<file path="config.mk">
export PLATFORM = sky130hd
export DESIGN_NAME = adc_continuous_serial_readout
export DESIGN_NICKNAME = d
export VERILOG_FILES = /design/src/verilog/adc_serial_pkg.sv /design/src/verilog/sample_rate_gen.sv /design/src/verilog/adc_continuous_serial_readout.sv
export SDC_FILE = /design/constraint.sdc
export NUM_CORES = 1
export LEC_CHECK = 0
export ABC_AREA = 1
export ABC_CLOCK_PERIOD_IN_PS = 2250
export BUFFER_PORTS_ARGS = -buffer_cell sky130_fd_sc_hd__buf_2
export CAP_MARGIN = 25
export CORE_UTILIZATION = 53
export CTS_CLUSTER_SIZE = 20
export DETAILED_ROUTE_END_ITERATION = 8
export PLACE_DENSITY = 0.77
export SLEW_MARGIN = 5
export SYNTH_ARGS = -nofsm -noshare
export SYNTH_HDL_FRONTEND = slang
export SYNTH_HIERARCHICAL = 1
export SYNTH_SLANG_ARGS = --single-unit
</file>
<file path="constraint.sdc">
create_clock -name core_clk -period 2.25 [get_ports core_clk]
set_input_delay 0.45 -clock core_clk [delete_from_list [all_inputs] [get_ports core_clk]]
set_output_delay 0.45 -clock core_clk [all_outputs]
set_load 0.02 [all_outputs]
</file>
<file path="src/verilog/adc_serial_pkg.sv">
package adc_serial_pkg;

  // clock and timing
  localparam int unsigned CLK_HZ           = 250000000;
  localparam int unsigned CLK_MHZ          = 250;
  localparam int unsigned OSC_HZ           = 1800000;                        // on-chip oscillator, nominal
  localparam int unsigned OSC_DIV_CYC      = CLK_HZ / OSC_HZ;                // core cycles per modulator sample
  localparam int unsigned EXT_CLK_DIV      = 5;                              // external clock edges per sample
  localparam int unsigned EXT_IDLE_CYC     = 4096;                           // no edge this long: pin is grounded
  localparam int unsigned SLEEP_NS         = 500;                            // least time asleep
  localparam int unsigned SLEEP_CYC        = (SLEEP_NS * CLK_MHZ + 999) / 1000;
  localparam int unsigned SCK_HALF_NS      = 100;                            // serial clock half period
  localparam int unsigned SCK_HALF_CYC     = (SCK_HALF_NS * CLK_MHZ) / 1000;

  // oversample ratio: 64 << index, index 0..9
  localparam int unsigned RATIO_BASE_LOG2  = 6;
  localparam int unsigned RATIO_MAX_IDX    = 9;
  localparam int unsigned CONV_PER_NOTCH_LOG2 = 3;                           // output rate is notch / 8
  localparam int unsigned CONV_CNT_W       = 19;

  // serial word
  localparam int unsigned WORD_BITS        = 32;
  localparam int unsigned SDI_CODE_BITS    = 5;
  localparam logic [4:0]  SDI_CODE_SLOWEST = 5'h1F;                          // input tied high
  localparam logic [5:0]  ABORT_MIN_EDGES  = 6'h05;

  // register map
  localparam logic [7:0]  CTRL_OFFSET      = 8'h00;
  localparam logic [7:0]  STATUS_OFFSET    = 8'h04;
  localparam logic [7:0]  RESULT_OFFSET    = 8'h08;
  localparam logic [7:0]  COUNT_OFFSET     = 8'h0C;
  localparam int unsigned CTRL_RATIO_LSB   = 0;
  localparam int unsigned CTRL_SDI_SEL_BIT = 4;
  localparam logic [3:0]  CTRL_RATIO_RESET = 4'h0;                          // fastest ratio keeps the first conversion short
  localparam logic        CTRL_SDI_RESET   = 1'b1;
  localparam int unsigned STAT_BUSY_BIT    = 0;
  localparam int unsigned STAT_EXT_BIT     = 1;
  localparam int unsigned STAT_STATE_LSB   = 2;
  localparam int unsigned STAT_IDX_LSB     = 4;
  localparam int unsigned STAT_EDGES_LSB   = 8;

  typedef enum logic [1:0] {CONVERT, SLEEP, SHIFT} convState_t;

  typedef struct packed {
    logic [31:0] paddr;
    logic        psel;
    logic        penable;
    logic        pwrite;
    logic [31:0] pwdata;
  } apbReq_t;

  typedef struct packed {
    logic [31:0] prdata;
    logic        pready;
    logic        pslverr;
  } apbRsp_t;

  typedef struct packed {
    logic sck;
    logic sckOe;
    logic sdo;
    logic sdoOe;
    logic busy;
  } serialPins_t;

endpackage

</file>
<file path="src/verilog/sample_rate_gen.sv">
`timescale 1ns/1ps
module sample_rate_gen (
  input  wire logic core_clk,
  input  wire logic srst,
  input  wire logic conversionClockPin,
  output logic      sampleTick,
  output logic      extActive
);
  import adc_serial_pkg::*;

  logic       pinMeta_q;
  logic       pinSync_q;
  logic       pinLast_q;
  logic [7:0] oscCnt_q;
  logic [2:0] extCnt_q;
  logic [12:0] idleCnt_q;
  logic       pinRise;

  // two-flop synchroniser, then edge history
  always_ff @(posedge core_clk) begin
    if (srst) begin
      pinMeta_q <= 1'b0;
      pinSync_q <= 1'b0;
      pinLast_q <= 1'b0;
    end else begin
      pinMeta_q <= conversionClockPin;
      pinSync_q <= pinMeta_q;
      pinLast_q <= pinSync_q;
    end
  end

  assign pinRise = pinSync_q & ~pinLast_q;

  // a pin that stops toggling counts as grounded
  always_ff @(posedge core_clk) begin
    if (srst) begin
      idleCnt_q <= 13'h0000;
      extActive <= 1'b0;
    end else if (pinRise) begin
      idleCnt_q <= 13'h0000;
      extActive <= 1'b1;
    end else if (idleCnt_q == 13'(EXT_IDLE_CYC - 1)) begin
      extActive <= 1'b0;
    end else begin
      idleCnt_q <= idleCnt_q + 13'h0001;
    end
  end

  // internal oscillator rate or external clock divided by five
  always_ff @(posedge core_clk) begin
    if (srst) begin
      oscCnt_q   <= 8'h00;
      extCnt_q   <= 3'h0;
      sampleTick <= 1'b0;
    end else if (extActive) begin
      oscCnt_q   <= 8'h00;
      sampleTick <= 1'b0;
      if (pinRise) begin
        if (extCnt_q == 3'(EXT_CLK_DIV - 1)) begin
          extCnt_q   <= 3'h0;
          sampleTick <= 1'b1;
        end else begin
          extCnt_q <= extCnt_q + 3'h1;
        end
      end
    end else begin
      extCnt_q <= 3'h0;
      if (oscCnt_q == 8'(OSC_DIV_CYC - 1)) begin
        oscCnt_q   <= 8'h00;
        sampleTick <= 1'b1;
      end else begin
        oscCnt_q   <= oscCnt_q + 8'h01;
        sampleTick <= 1'b0;
      end
    end
  end

endmodule // sample_rate_gen

</file>
<file path="src/verilog/adc_continuous_serial_readout.sv">
// Notes on behaviour
// system ties clock source select high for device clock; chip select may stay grounded
// while converting, serial clock and data stay high and busy is high
// at conversion end serial clock, busy and data fall: result ready, asleep
// after about 500 ns asleep, output starts on its own
// output spans first to 32nd rising serial clock edge, 32-bit word
// data changes on each falling serial clock edge
// internally made serial clock is driven on the clock pin
// receiver takes pending flag on edge 1, last bit on edge 32
// after edge 32 data goes high, clock stays high for the conversion
// oversample ratio spans 64 up to 32768
// filter notch sits at sample rate over oversample ratio
// grounded conversion clock pin selects on-chip 1.8 MHz oscillator
// one result per conversion, output rate is notch over 8
// internal notch halves with each doubling of the ratio
// ratio changes never alter the modulator sample rate
// external conversion clock gives sample rate of clock over 5
// serial data input held high selects ratio 32768
// device sleeps automatically after each conversion
// sleep lasts while chip select is high and nothing is shifted
// ratio 64 conversion takes about 0.285 ms
// data output is high impedance while chip select is high
// controller lets five rising edges pass before aborting output
// word sends pending flag first, then status, then result, msb first
//
// Local design decisions: the register addresses and the APB interface to the registers.
`timescale 1ns/1ps
module adc_continuous_serial_readout (
  input  wire logic                        core_clk,
  input  wire logic                        srst,
  input  wire adc_serial_pkg::apbReq_t     apbReq,
  output adc_serial_pkg::apbRsp_t          apbRsp,
  input  wire logic                        serialClockSourceSelectN,
  input  wire logic                        chipSelectN,
  input  wire logic                        serialDataIn,
  input  wire logic                        conversionClockPin,
  input  wire logic [23:0]                 filterResult,
  output adc_serial_pkg::serialPins_t      serialPins
);
  import adc_serial_pkg::*;

  // oversample index clamped into the supported range
  function automatic logic [3:0] clampIdx(input logic [3:0] idx);
    clampIdx = (idx > 4'(RATIO_MAX_IDX)) ? 4'(RATIO_MAX_IDX) : idx;
  endfunction

  // samples per conversion: 8 * (64 << idx)
  function automatic logic [CONV_CNT_W-1:0] convLength(input logic [3:0] idx);
    convLength = CONV_CNT_W'(1) << (RATIO_BASE_LOG2 + CONV_PER_NOTCH_LOG2 + 32'(idx));
  endfunction

  convState_t                state_q;
  logic                      sck_q;
  logic                      sckOe_q;
  logic                      sdo_q;
  logic                      sdoOe_q;
  logic                      busy_q;
  logic [WORD_BITS-1:0]      shiftWord_q;
  logic [7:0]                halfCnt_q;
  logic [7:0]                sleepCnt_q;
  logic [5:0]                edgeCnt_q;
  logic [SDI_CODE_BITS-1:0]  sdiCode_q;
  logic [3:0]                activeIdx_q;
  logic [CONV_CNT_W-1:0]     convCnt_q;
  logic [3:0]                ctrlRatio_q;
  logic                      ctrlSdiSel_q;
  logic [WORD_BITS-1:0]      lastWord_q;
  logic [31:0]               convTotal_q;
  logic [31:0]               prdata_q;
  logic                      pready_q;
  logic                      pslverr_q;
  logic [2:0]                pinMeta_q;
  logic [2:0]                pinSync_q;
  logic                      sampleTick;
  logic                      extActive;
  logic                      convDone;
  logic                      halfDone;
  logic                      internalMode;
  logic                      csLow;
  logic                      sdiSync;
  logic [3:0]                selectedIdx;
  logic [3:0]                nextIdx;
  logic                      apbWrite;
  logic [WORD_BITS-1:0]      resultWord;

  // modulator sample rate source, independent of the ratio
  sample_rate_gen rateGen (
    .core_clk           (core_clk),
    .srst               (srst),
    .conversionClockPin (conversionClockPin),
    .sampleTick         (sampleTick),
    .extActive          (extActive)
  );

  // two-flop synchronisers for the select, chip select and data-in pins
  always_ff @(posedge core_clk) begin
    if (srst) begin
      pinMeta_q <= 3'h0;
      pinSync_q <= 3'h0;
    end else begin
      pinMeta_q <= {serialClockSourceSelectN, chipSelectN, serialDataIn};
      pinSync_q <= pinMeta_q;
    end
  end

  assign internalMode = pinSync_q[2];
  assign csLow        = ~pinSync_q[1];
  assign sdiSync      = pinSync_q[0];

  // ratio for the next conversion: a high serial input forces the slowest
  assign selectedIdx = (ctrlSdiSel_q && (sdiCode_q == SDI_CODE_SLOWEST)) ? 4'(RATIO_MAX_IDX)
                                                                          : clampIdx(ctrlRatio_q);
  // an early abort keeps the previous ratio
  assign nextIdx     = (edgeCnt_q >= ABORT_MIN_EDGES) ? selectedIdx : activeIdx_q;

  // pending flag first, then status, then result msb first
  assign resultWord  = {1'b0, 1'b0, extActive, filterResult, 1'b0, activeIdx_q};

  assign halfDone    = (halfCnt_q == 8'(SCK_HALF_CYC - 1));

  // conversion length: 8 * ratio modulator samples gives the notch/8 output rate
  assign convDone    = (state_q == CONVERT) && sampleTick &&
                       (convCnt_q == convLength(activeIdx_q) - CONV_CNT_W'(1));

  // modulator sample counter for the running conversion
  always_ff @(posedge core_clk) begin
    if (srst) begin
      convCnt_q <= '0;
    end else if ((state_q != CONVERT) || convDone) begin
      convCnt_q <= '0;
    end else if (sampleTick) begin
      convCnt_q <= convCnt_q + CONV_CNT_W'(1);
    end
  end

  // conversion, sleep and shift sequencing with the serial pins
  always_ff @(posedge core_clk) begin
    if (srst) begin
      state_q     <= CONVERT;
      sck_q       <= 1'b1;
      sdo_q       <= 1'b1;
      busy_q      <= 1'b1;
      shiftWord_q <= '0;
      halfCnt_q   <= 8'h00;
      sleepCnt_q  <= 8'h00;
      edgeCnt_q   <= 6'h00;
      sdiCode_q   <= '0;
      activeIdx_q <= CTRL_RATIO_RESET;
      lastWord_q  <= '0;
    end else begin
      unique case (state_q)
        CONVERT: begin
          sck_q  <= 1'b1;
          sdo_q  <= 1'b1;
          busy_q <= 1'b1;
          if (convDone) begin
            state_q     <= SLEEP;
            shiftWord_q <= resultWord;
            lastWord_q  <= resultWord;
            sck_q       <= 1'b0;
            sdo_q       <= 1'b0;
            busy_q      <= 1'b0;
            sleepCnt_q  <= 8'h00;
          end
        end
        SLEEP: begin
          if (sleepCnt_q != 8'(SLEEP_CYC - 1)) begin
            sleepCnt_q <= sleepCnt_q + 8'h01;
          end else if (csLow && internalMode) begin
            state_q   <= SHIFT;
            halfCnt_q <= 8'h00;
            edgeCnt_q <= 6'h00;
            sdiCode_q <= '0;
            sdo_q     <= shiftWord_q[WORD_BITS-1];
          end
        end
        SHIFT: begin
          if (!csLow) begin
            state_q     <= CONVERT;
            activeIdx_q <= nextIdx;
            sck_q       <= 1'b1;
            sdo_q       <= 1'b1;
            busy_q      <= 1'b1;
          end else if (!halfDone) begin
            halfCnt_q <= halfCnt_q + 8'h01;
          end else begin
            halfCnt_q <= 8'h00;
            if (!sck_q) begin
              sck_q     <= 1'b1;
              edgeCnt_q <= edgeCnt_q + 6'h01;
              if (edgeCnt_q < 6'(SDI_CODE_BITS)) begin
                sdiCode_q <= {sdiCode_q[SDI_CODE_BITS-2:0], sdiSync};
              end
            end else if (edgeCnt_q == 6'(WORD_BITS)) begin
              state_q     <= CONVERT;
              activeIdx_q <= nextIdx;
              sdo_q       <= 1'b1;
              busy_q      <= 1'b1;
            end else begin
              sck_q       <= 1'b0;
              shiftWord_q <= {shiftWord_q[WORD_BITS-2:0], 1'b0};
              sdo_q       <= shiftWord_q[WORD_BITS-2];
            end
          end
        end
      endcase
    end
  end

  // pin drivers: clock only in internal mode, data only while selected
  always_ff @(posedge core_clk) begin
    if (srst) begin
      sckOe_q <= 1'b0;
      sdoOe_q <= 1'b0;
    end else begin
      sckOe_q <= internalMode;
      sdoOe_q <= csLow;
    end
  end

  assign serialPins = '{sck: sck_q, sckOe: sckOe_q, sdo: sdo_q, sdoOe: sdoOe_q, busy: busy_q};

  // conversions completed since reset
  always_ff @(posedge core_clk) begin
    if (srst) begin
      convTotal_q <= 32'h00000000;
    end else if (convDone) begin
      convTotal_q <= convTotal_q + 32'h00000001;
    end
  end

  assign apbWrite = apbReq.psel && apbReq.penable && pready_q && apbReq.pwrite;

  // control register writes
  always_ff @(posedge core_clk) begin
    if (srst) begin
      ctrlRatio_q  <= CTRL_RATIO_RESET;
      ctrlSdiSel_q <= CTRL_SDI_RESET;
    end else if (apbWrite && (apbReq.paddr[7:0] == CTRL_OFFSET) && (apbReq.paddr[31:8] == 24'h000000)) begin
      ctrlRatio_q  <= apbReq.pwdata[CTRL_RATIO_LSB +: 4];
      ctrlSdiSel_q <= apbReq.pwdata[CTRL_SDI_SEL_BIT];
    end
  end

  // apb answer: read data prepared in the setup cycle, ready in the access cycle
  always_ff @(posedge core_clk) begin
    if (srst) begin
      prdata_q  <= 32'h00000000;
      pready_q  <= 1'b0;
      pslverr_q <= 1'b0;
    end else begin
      pready_q  <= apbReq.psel && !apbReq.penable;
      pslverr_q <= 1'b0;
      prdata_q  <= 32'h00000000;
      if (apbReq.psel && !apbReq.penable) begin
        if (apbReq.paddr[31:8] != 24'h000000) begin
          pslverr_q <= 1'b1;
        end else begin
          unique case (apbReq.paddr[7:0])
            CTRL_OFFSET: begin
              prdata_q[CTRL_RATIO_LSB +: 4]  <= ctrlRatio_q;
              prdata_q[CTRL_SDI_SEL_BIT]     <= ctrlSdiSel_q;
            end
            STATUS_OFFSET: begin
              prdata_q[STAT_BUSY_BIT]        <= busy_q;
              prdata_q[STAT_EXT_BIT]         <= extActive;
              prdata_q[STAT_STATE_LSB +: 2]  <= state_q;
              prdata_q[STAT_IDX_LSB +: 4]    <= activeIdx_q;
              prdata_q[STAT_EDGES_LSB +: 6]  <= edgeCnt_q;
            end
            RESULT_OFFSET: begin
              prdata_q <= lastWord_q;
            end
            COUNT_OFFSET: begin
              prdata_q <= convTotal_q;
            end
            default: begin
              pslverr_q <= 1'b1;
            end
          endcase
        end
      end
    end
  end

  assign apbRsp = '{prdata: prdata_q, pready: pready_q, pslverr: pslverr_q};

endmodule // adc_continuous_serial_readout

</file>
# Word level (Yosys, flattened, before mapping)
# Cells that the tools add are included.
[totals]
reg_bits = 224
latchBits = 0
ram_bits = 0
romBits = 0
input_bits = 97
word_cells = 189
n_memories = 0
[op_classes]
addsub = 10
mul = 0
div_mod_pow = 0
n_lt_le_gt_ge = 3
eq_ne = 26
shifts = 1
muxes = 72
n_bitwise = 5
reduce_logical = 42
[op_table]
columns = ["op", "count"]
rows = [
  ["two-way mux 32 bit", 5],
  ["one-hot mux 32 bit (2 select lines)", 1],
  ["two-way mux 8 bit", 6],
  ["one-hot mux 18 bit (2 select lines)", 1],
  ["adder 32 x 1 -> 32 bit, second input constant", 1],
  ["one-hot mux 8 bit (2 select lines)", 2],
  ["two-way mux 5 bit", 6],
  ["two-way mux 6 bit", 5],
  ["two-way mux 4 bit", 7],
  ["one-hot mux 9 bit (3 select lines)", 1],
  ["adder 8 x 1 -> 8 bit, second input constant", 3],
  ["logical NOT 24 bit", 1],
  ["nonzero test 24 bit", 1],
  ["two-way mux 1 bit", 23],
  ["inequality test 2 bit, second input constant", 10],
  ["one-hot mux 5 bit (4 select lines)", 1],
  ["adder 19 x 1 -> 19 bit, second input constant", 1],
  ["== test 19 bit", 1],
  ["left shift 1 x 5 -> 19 bit, first input constant", 1],
  ["subtractor 19 x 1 -> 19 bit, second input constant", 1],
  ["AND reduction 6 bit", 3],
  ["== test 8 x 4 -> 1 bit, second input constant", 2],
  ["AND reduction 4 bit", 4],
  ["nonzero test 2 bit", 8],
  ["other kinds (38)", 64],
]

# Logic depth before layout (Yosys ltp)
# Gate-level depths: netlist of the first run.
[logic_depth]
depth_word = 8
ltp_mapped = 18
depth_no_buf = 17

# By module
# Netlist of the first run, hierarchy kept.
[modules_own_cells]
columns = ["mod", "instances", "cells_per_inst", "area_each_um2", "seq_area_each_um2"]
rows = [
  ["adc_continuous_serial_readout", 1, 1430, 9633.0, 3903.7],
  ["sample_rate_gen", 1, 179, 1337.5, 580.6],
]

# Worst setup path before layout of the first run
# Ideal clock, no wire load.
[synth_timing]
kind = "reg-to-reg"
startpoint = "register state_q[0]"
endpoint = "register shiftWord_q[10]"
setup_time_ns = 0.113
arrival_time_ns = 1.965
required_time_ns = 2.137
setup_slack_ns = 0.172
stages_incl_launch_ff = 16
path_buffers = 2
period_less_slack_ns = 2.078
cell_sequence = "dfxtp_1 -> inv_1 -> ha_1 -> nand4_1 -> nor2_4 -> nand2_1 -> nor2_1 -> nand3_1 -> nor2_2 -> nand2_2 -> nand2_2 -> nand3_2 -> buf_6 -> buf_2 -> nor2_1 -> nor2_1"
[synth_via]
elab_chain_cells = 5
elab_cells_between_ends = 12
[synth_rtl]
columns = ["element", "line_no", "rtl"]
rows = [
  ["start, declared", "adc_continuous_serial_readout.sv:52", "convState_t state_q;"],
  ["start signal, assigned", "adc_continuous_serial_readout.sv:139", "state_q <= CONVERT;"],
  ["start signal, assigned", "adc_continuous_serial_readout.sv:157", "state_q <= SLEEP;"],
  ["start signal, assigned", "adc_continuous_serial_readout.sv:170", "state_q <= SHIFT;"],
  ["logical NOT 2 bit", "adc_continuous_serial_readout.sv:122, adc_continuous_serial_readout.sv:151", ""],
  ["logical AND 1 bit (2 in series)", "adc_continuous_serial_readout.sv:122", "assign convDone = (state_q == CONVERT) && sampleTick &&"],
  ["inequality test 2 bit (no line)", "n/a", ""],
  ["AND reduction 6 bit (no line)", "n/a", ""],
  ["end signal, assigned", "adc_continuous_serial_readout.sv:158", "shiftWord_q <= resultWord;"],
  ["end signal, assigned", "adc_continuous_serial_readout.sv:201", "shiftWord_q <= {shiftWord_q[WORD_BITS-2:0], 1'b0};"],
  ["end, declared", "adc_continuous_serial_readout.sv:58", "logic [WORD_BITS-1:0] shiftWord_q;"],
]
# Several ways; a longest one is shown, not always the timed one.
# A chain may end at the register's enable or synchronous reset.

# Final worst setup path of the first run
[layout_timing]
startpoint = "register activeIdx_q[2]"
endpoint = "register shiftWord_q[11]"
[layout_via]
elab_chain_cells = 7
[layout_rtl]
columns = ["element", "line_no", "rtl"]
rows = [
  ["start, declared", "adc_continuous_serial_readout.sv:63", "logic [3:0] activeIdx_q;"],
  ["start signal, assigned", "adc_continuous_serial_readout.sv:180", "activeIdx_q <= nextIdx;"],
  ["start signal, assigned", "adc_continuous_serial_readout.sv:196", "activeIdx_q <= nextIdx;"],
  ["adder 4 x 4 -> 5 bit", "adc_continuous_serial_readout.sv:49", "convLength = CONV_CNT_W'(1) << (RATIO_BASE_LOG2 + CONV_PER_NOTCH_LOG2 + 32'(idx));"],
  ["left shift 1 x 5 -> 19 bit", "adc_continuous_serial_readout.sv:49", ""],
  ["subtractor 19 x 1 -> 19 bit", "adc_continuous_serial_readout.sv:123", "(convCnt_q == convLength(activeIdx_q) - CONV_CNT_W'(1));"],
  ["== test 19 bit", "adc_continuous_serial_readout.sv:123", ""],
  ["logical AND 1 bit", "adc_continuous_serial_readout.sv:122", ""],
  ["inequality test 2 bit (no line)", "n/a", ""],
  ["AND reduction 6 bit (no line)", "n/a", ""],
]
# No other way between the ends.

==> qor.txt, run 1 <==
GRT
---------------------------------------------------------------------------------
Pin count of the biggest net entering global routing ...............           67
Via count of the first global-routing pass .........................         9931
Sum of overflow across all layers after global routing .............            0
Antenna violations before repair ...................................            0
GRT Util Overall ...................................................        26.5%
Global-route wire length before repair .............................     47000 um

CRITICAL PATH
---------------------------------------------------------------------------------
Type of the worst setup path ....................................... flop to flop
Cells along the critical path ...................................... buf_6 > nor2_4 > nand2_1 > nand2_1 > nand2_1 > nand2_1 > nand2_2 > nor2_2 > nand2_2 > nor2_4 > nand2_4 > nand2_8 > nand3_4 > clkbuf_16 > nor2_1 > nor2_1
Cell type of the slowest stage on the worst timing path ............ sky130_fd_sc_hd__dfxtp_2
Worst endpoint required time .......................................      2.66 ns
Family with the most delay on the worst path ....................... simple AND/OR/NAND/NOR gates
Worst-path maximum fanout ..........................................           28
Biggest cell delay along the critical path .........................      0.33 ns
Crit path launch type ..............................................         flop
Arrival time at the worst endpoint .................................      2.62 ns
Kind of end point of the critical path .............................         flop
Critical Path Most Common Cell ..................................... sky130_fd_sc_hd__nand2_1
Number of buffer and inverter instances along the worst setup path .            2

FINAL LAYOUT
---------------------------------------------------------------------------------
Multi-input gate area in the final layout ..........................    5590 um^2
Fraction of layout instances using a drive strength above 1 ........        16.2%
Count of inserted antenna diode cells ..............................            0
Fillcell total .....................................................         1772
Synth-to-layout area growth ........................................        19.8%
Net count, final ...................................................         1860
Register cell area after layout ....................................    4490 um^2

DIE
---------------------------------------------------------------------------------
Horizontal extent of the die .......................................       146 um
Number of placement rows ...........................................           52
Core ar. ...........................................................   20200 um^2
Die height .........................................................       146 um
Full die area ......................................................   21300 um^2
Top Ports ..........................................................          136
Starting utilization of the core area ..............................        54.2%

RUN
---------------------------------------------------------------------------------
Number of max-capacitance violations reported ......................            0

LOGIC SYNTHESIS
---------------------------------------------------------------------------------
EDFF count, synth ..................................................            0
FFs w/ async S/R, synth ............................................           0%
Netlist area before placement ......................................   11000 um^2
Distinct cells, synth ..............................................           46
Synthesized instance count .........................................         1609
Most frequently used flop master after synthesis ................... sky130_fd_sc_hd__dfxtp_1
Fraction of the yosys area taken by sequential cells ...............        40.9%
Post-synthesis average cell area ...................................    6.82 um^2
Register bit total from synthesis ..................................          224
Number of synthesis warnings .......................................            6

STA
---------------------------------------------------------------------------------
Max transition margin ..............................................        56.1%
Setup repair after global routing missed its margin ................          yes
Summed negative setup slack over all endpoints .....................         0 ns
Endpoints failing setup ............................................            0
Worst-Margin Slew ..................................................     0.658 ns
Hold Violations, Final .............................................            0
Maximum clock frequency ............................................      453 MHz
Tightest hold margin ...............................................     0.143 ns
Layout Skew ........................................................   0.00627 ns
Final worst path period share ......................................        98.2%
Post-route minimum period ..........................................      2.21 ns
Count of final max-slew check failures .............................            0

ROUTING
---------------------------------------------------------------------------------
Vias post-DR .......................................................        10836
Total detailed-routing wirelength ..................................     28800 um
DR WL/cell .........................................................      14.2 um
Drt via density ....................................................         5.33
Number of optimization iterations in the first detailed-route pass .            5
Number of remaining DRC errors .....................................            0
Iteration-0 DRC count of the detailed router .......................          791
Detail Route Antenna Nets ..........................................            0

CLOCKING
---------------------------------------------------------------------------------
Clk sink count .....................................................          224
Clk Latency, worst-skew pair .......................................      0.51 ns
CTS clock-pin slew for the worst setup and hold paths ..............      0.06 ns
CTS tree ...........................................................         done
Number of buffers between clock root and the deepest sink ..........            3
CTS Buf Count ......................................................           25
Cell chosen for the clock root ..................................... sky130_fd_sc_hd__clkbuf_16
Number of levels in the clock H-tree ...............................            1

MIN PATH
---------------------------------------------------------------------------------
Kind of path behind the tightest hold check ........................ input pin to flop

PLACEMENT
---------------------------------------------------------------------------------
Estimated wirelength of the detail-placed design ...................     20100 um
Count of input and output buffers ..................................          108
Final weighted congestion in routability-driven placement ..........        0.938

POWER
---------------------------------------------------------------------------------
Sw power ...........................................................      3160 uW
Worst vdd ir .......................................................       563 uV
P_int ..............................................................      7460 uW
Relative contribution of the clock network to total power ..........        38.4%
Leak pwr ...........................................................   0.00558 uW
Total power density per cell area ..................................  808 nW/um^2
Combinational power share ..........................................        20.8%
Net Sw Frac ........................................................        29.8%
Share of total power in sequential cells ...........................        40.8%

RUN STATUS
---------------------------------------------------------------------------------
Run status .........................................................    completed

power groups by stage:
stage               logic, uW  clock network (uW)  registers, uW
floorplan                1400                   0           4370
global placement         1900                   0           4410
detailed placement       1950                   0           4420
CTS                      1970                4150           4330
global route             2490                4320           4360
finish                   2210                4080           4330
layout make-up:
class,instances,area share (%)
clock buffer,32,5.19
timing repair buffer,171,8.72
inverter,202,5.84
clock inverter,12,1.05
tap,270,2.57
multi-input combinational,1121,42.5
sequential,224,34.1
synth_stat cells, drive strengths merged, types with 7 or more instances:
library cell    n  share of area (%)
ha             18                2.1
inv           198                6.8
a31oi          13               0.74
nor3           44                2.2
dfxtp         224                 41
clkbuf         33                1.1
nand4          44                2.5
buf            30                1.9
a21oi         105                4.9
o21ai          85                3.9
nand2         375                 13
a221oi         10               0.80
o22ai           8               0.46
xor2           26                2.1
nor4           10               0.57
xnor2           9               0.72
nand3          80                3.7
nand3b          8               0.55
a211oi          7               0.48
nor2          256                9.1
logic make-up (layout without fill, tap and decap cells):
group | count (synthesis) | in the layout | share of synthesized area (%)
adders and majority gates | 18 | 18 | 2.05
other | 1 | 2 | 0.0342
DFF | 224 | 224 | 40.9
and+or+nand+nor | 827 | 827 | 32.3
buffers and inverters | 265 | 417 | 9.92
AOI/OAI and AO/OA | 239 | 239 | 12.0
xor gates and xnor gates | 35 | 35 | 2.79
metrics by stage:
step                setup slack (ns)  cell area (um^2)  total power [uW]  util (%)  std cells
finish                        0.0403             13100             10600      65.0       2032
global route                  -0.126             13100             11200      65.0       2032
global placement              0.0683             12000              6310      59.4       1982
CTS                          0.00943             12800             10400      63.5       2026
detailed placement           -0.0141             12000              6360      59.4       1982
floorplan                      0.172             11000              5770         -       1610
worst paths after layout:
kind | from | to | slack (ns) | cells after the start
worst max-delay path | activeIdx_q[2]$_SDFFE_PP0P_ | shiftWord_q[11]$_SDFFE_PP0P_ | 0.04 | 16
worst min-delay path | conversionClockPin | rateGen/pinMeta_q$_SDFF_PP0_ | 0.14 | 3
worst max register to register | activeIdx_q[2]$_SDFFE_PP0P_ | shiftWord_q[11]$_SDFFE_PP0P_ | 0.04 | 16
worst min register to register | rateGen/pinMeta_q$_SDFF_PP0_ | rateGen/pinSync_q$_SDFF_PP0_ | 0.40 | 2
layout by cell type (no fill, tap or decap), drive strengths merged, types with 7 or more instances in the layout:
master and n:
a211oi 7, a21oi 105, a221oi 10, a31oi 13, buf 168, clkbuf 35
clkinv 12, dfxtp 224, ha 18, inv 198, nand2 375, nand3 80
nand3b 8, nand4 44, nor2 256, nor3 44, nor4 10, o21ai 85
o22ai 8, xnor2 9, xor2 26
state kept, by name (all words and copies together) (netlist names), 8 cells and up:
register and count:
convTotal_q 32, sleepCnt_q 8, prdata_q 32, shiftWord_q 32, lastWord_q 29, halfCnt_q 8, rateGen/idleCnt_q 13, convCnt_q 19
rateGen/oscCnt_q 8
worst register-to-register path: stages (launching register included):
cell and delay (ns):
sky130_fd_sc_hd__dfxtp_2 0.33, sky130_fd_sc_hd__buf_6 0.13, sky130_fd_sc_hd__nor2_4 0.17, sky130_fd_sc_hd__nand2_1 0.09
sky130_fd_sc_hd__nand2_1 0.08, sky130_fd_sc_hd__nand2_1 0.06, sky130_fd_sc_hd__nand2_1 0.06, sky130_fd_sc_hd__nand2_2 0.06
sky130_fd_sc_hd__nor2_2 0.09, sky130_fd_sc_hd__nand2_2 0.08, sky130_fd_sc_hd__nor2_4 0.18, sky130_fd_sc_hd__nand2_4 0.13
sky130_fd_sc_hd__nand2_8 0.11, sky130_fd_sc_hd__nand3_4 0.13, sky130_fd_sc_hd__clkbuf_16 0.23, sky130_fd_sc_hd__nor2_1 0.11
sky130_fd_sc_hd__nor2_1 0.05
per-layer routing:
layer,vias to the layer above,wire (um),GRT usage (%)
li1,5456,-,-
met1,4896,12900,35.9
met2,408,12900,42.7
met3,76,2110,4.20
met4,0,912,9.37
met5,-,0,0
what timing repair did:
item	4_1_cts	5_1_grt
pin swaps	0	11
hold buffers	0	0
setup buffers	0	3
resized for setup	3	54
cloned	0	3
setup endpoints to repair	33	136
Power figures use the tool's default switching activity.
==> run 2: changes to the inputs <==
CORE_UTILIZATION = 50   (was 53)
PLACE_DENSITY = 0.73   (was 0.77)
==> qor.txt, run 2 (synthesized netlist as in run 1, its figures left out) <==
CRITICAL PATH
-------------------------------------------------------------------------------------
Family with the most delay on the worst path ........................... simple AND/OR/NAND/NOR gates
Depth of the critical timing path with buffers and inverters included ..           15
Cell type of the slowest stage on the worst timing path ................ sky130_fd_sc_hd__dfxtp_1
R2r worst-path depth ...................................................           15
Number of buffer and inverter instances along the worst setup path .....            2
Worst-path maximum fanout ..............................................            7
Biggest cell delay along the critical path .............................      0.34 ns
Kind of end point of the critical path .................................         flop
Cells along the critical path .......................................... inv_2 > ha_4 > nand4_1 > nor2_4 > nand2_1 > nor2_2 > nand3_2 > nor2_4 > nand3_2 > nand2_2 > nand3_4 > clkbuf_16 > nand2_4 > nand2_1 > nor2_1
Crit path launch type ..................................................         flop
Arrival time at the worst endpoint .....................................      2.72 ns
Worst endpoint required time ...........................................      2.73 ns
Type of the worst setup path ........................................... flop to flop

MIN PATH
-------------------------------------------------------------------------------------
Kind of path behind the tightest hold check ............................ input pin to flop
Hold-critical path depth ...............................................            2

GRT
-------------------------------------------------------------------------------------
Antenna violations before repair .......................................            0
Pin count of the biggest net entering global routing ...................           57
Global-route wire length before repair .................................     45400 um
GRT Util Overall .......................................................        24.7%
Via count of the first global-routing pass .............................         9550
Sum of overflow across all layers after global routing .................            0

CLOCKING
-------------------------------------------------------------------------------------
Number of levels in the clock H-tree ...................................            1
CTS clock-pin slew for the worst setup and hold paths ..................      0.06 ns
Clk Latency, worst-skew pair ...........................................      0.54 ns
Number of buffers between clock root and the deepest sink ..............            3
CTS tree ...............................................................         done
CTS Buf Count ..........................................................           25
Clk sink count .........................................................          224
Cell chosen for the clock root ......................................... sky130_fd_sc_hd__clkbuf_16

ROUTING
-------------------------------------------------------------------------------------
Number of optimization iterations in the first detailed-route pass .....            5
Iteration-0 DRC count of the detailed router ...........................          864
Number of remaining DRC errors .........................................            0
Vias post-DR ...........................................................        10657
Total detailed-routing wirelength ......................................     28700 um
Drt via density ........................................................         5.25
Detail Route Antenna Nets ..............................................            0
DR WL/cell .............................................................      14.2 um

DIE
-------------------------------------------------------------------------------------
Die height .............................................................       150 um
Full die area ..........................................................   22500 um^2
Number of placement rows ...............................................           53
Starting utilization of the core area ..................................        51.5%
Core ar. ...............................................................   21300 um^2
Horizontal extent of the die ...........................................       150 um
Top Ports ..............................................................          136

PLACEMENT
-------------------------------------------------------------------------------------
Count of input and output buffers ......................................          108
Final weighted congestion in routability-driven placement ..............        0.930
Estimated wirelength of the detail-placed design .......................     20000 um
Cells after DPL ........................................................         1980
Area post-placement ....................................................   12000 um^2

POWER
-------------------------------------------------------------------------------------
Sw power ...............................................................      3210 uW
P_int ..................................................................      7390 uW
Total power density per cell area ......................................  812 nW/um^2
Combinational power share ..............................................        21.2%
Net Sw Frac ............................................................        30.3%
Leak pwr ...............................................................   0.00551 uW
Relative contribution of the clock network to total power ..............        37.9%
Share of total power in sequential cells ...............................        40.9%
Worst vdd ir ...........................................................       606 uV

FINAL LAYOUT
-------------------------------------------------------------------------------------
Net count, final .......................................................         1856
Number of non-filler instances in the completed layout .................         2029
Largest registers in the final layout .................................. convTotal_q: 32 flops, prdata_q: 32 flops, shiftWord_q: 32 flops
Most frequent standard cell in the layout excluding fill and tap cells . sky130_fd_sc_hd__nand2_1
Fillcell total .........................................................         1935
Fraction of layout instances using a drive strength above 1 ............        16.1%
Synth-to-layout area growth ............................................        19.1%
Commonest cells after routing, fill and taps aside ..................... sky130_fd_sc_hd__nand2_1 (357), sky130_fd_sc_hd__nor2_1 (235), sky130_fd_sc_hd__dfxtp_1 (220)
Post-layout instance area ..............................................   13100 um^2
Final core utilization .................................................        61.4%
Count of inserted antenna diode cells ..................................            0

STA
-------------------------------------------------------------------------------------
Hold Violations, Final .................................................            0
Tightest hold margin ...................................................     0.109 ns
Summed negative setup slack over all endpoints .........................         0 ns
Setup repair after global routing missed its margin ....................          yes
Final worst path period share ..........................................        99.6%
Count of final max-slew check failures .................................            0
Maximum clock frequency ................................................      446 MHz
Layout Skew ............................................................    0.0233 ns
Post-route minimum period ..............................................      2.24 ns
Endpoints failing setup ................................................            0

RUN
-------------------------------------------------------------------------------------
Number of max-capacitance violations reported ..........................            0

RUN STATUS
-------------------------------------------------------------------------------------
Run status .............................................................    completed

==> run 2: path summary, 6_finish.rpt <==
check             slack, ns                    start                      endpoint
setup / recovery      0.009  state_q[1]$_SDFFE_PP0P_  shiftWord_q[13]$_SDFFE_PP0P_
hold reg to reg        0.41  pinMeta_q[2]$_SDFF_PP0_       pinSync_q[2]$_SDFF_PP0_
hold / removal         0.11               apbReq[33]           pready_q$_SDFF_PP0_
setup reg to reg      0.009  state_q[1]$_SDFFE_PP0P_  shiftWord_q[13]$_SDFFE_PP0P_
==> run 2: worst register-to-register path: stages, from the launching register on <==
cell and delay [ns]:
sky130_fd_sc_hd__dfxtp_1 0.34, sky130_fd_sc_hd__inv_2 0.09, sky130_fd_sc_hd__ha_4 0.14, sky130_fd_sc_hd__nand4_1 0.14
sky130_fd_sc_hd__nor2_4 0.14, sky130_fd_sc_hd__nand2_1 0.06, sky130_fd_sc_hd__nor2_2 0.11, sky130_fd_sc_hd__nand3_2 0.10
sky130_fd_sc_hd__nor2_4 0.19, sky130_fd_sc_hd__nand3_2 0.11, sky130_fd_sc_hd__nand2_2 0.13, sky130_fd_sc_hd__nand3_4 0.20
sky130_fd_sc_hd__clkbuf_16 0.25, sky130_fd_sc_hd__nand2_4 0.05, sky130_fd_sc_hd__nand2_1 0.04, sky130_fd_sc_hd__nor2_1 0.10
==> run 2: power groups by stage <==
stage / Combinational [uW] / Clock [uW] / Sequential (uW)
global placement: 1970 / 0 / 4410
finish: 2250 / 4020 / 4340
global route: 2550 / 4250 / 4360
detailed placement: 2000 / 0 / 4420
floorplan: 1400 / 0 / 4370
CTS: 2020 / 4080 / 4330
==> run 2: metal layers <==
| metal | share of wire [%] | track usage (%) | up-vias | wire (um) |
|---|---|---|---|---|
| li1 | - | - | 5433 | - |
| met4 | 1.9 | 6.16 | 0 | 552 |
| met5 | 0 | 0 | - | 0 |
| met3 | 6.1 | 2.85 | 42 | 1750 |
| met2 | 46 | 41.0 | 338 | 13300 |
| met1 | 46 | 34.0 | 4844 | 13100 |
==> run 2: what timing repair did <==
item                       in CTS  in global routing
gates resized for setup         1                 47
cloned                          0                  6
buffers inserted                0                  3
hold buffers                    0                  0
setup endpoints to repair      48                101
pin swaps                       0                 16
==> run 2: final cells by class <==
type	instances	area, um^2	share of cell area (%)
Clock buffer	28	667	5.10
Clock inverter	12	131	1.01
Inverter	202	761	5.82
Multi-Input combinational cell	1121	5570	42.6
Sequential cell	224	4490	34.4
Tap cell	275	344	2.63
Timing Repair Buffer	167	1100	8.43
==> run 2: metrics by stage <==
| stage | power [uW] | worst slack (ns) |
|---|---|---|
| 2_1_floorplan | 5770 | 0.172 |
| 3_3_place_gp | 6380 | -0.0131 |
| 3_5_place_dp | 6420 | -0.0660 |
| 4_1_cts | 10400 | 0.0204 |
| 5_1_grt | 11200 | -0.121 |
| 6_report | 10600 | 0.00903 |
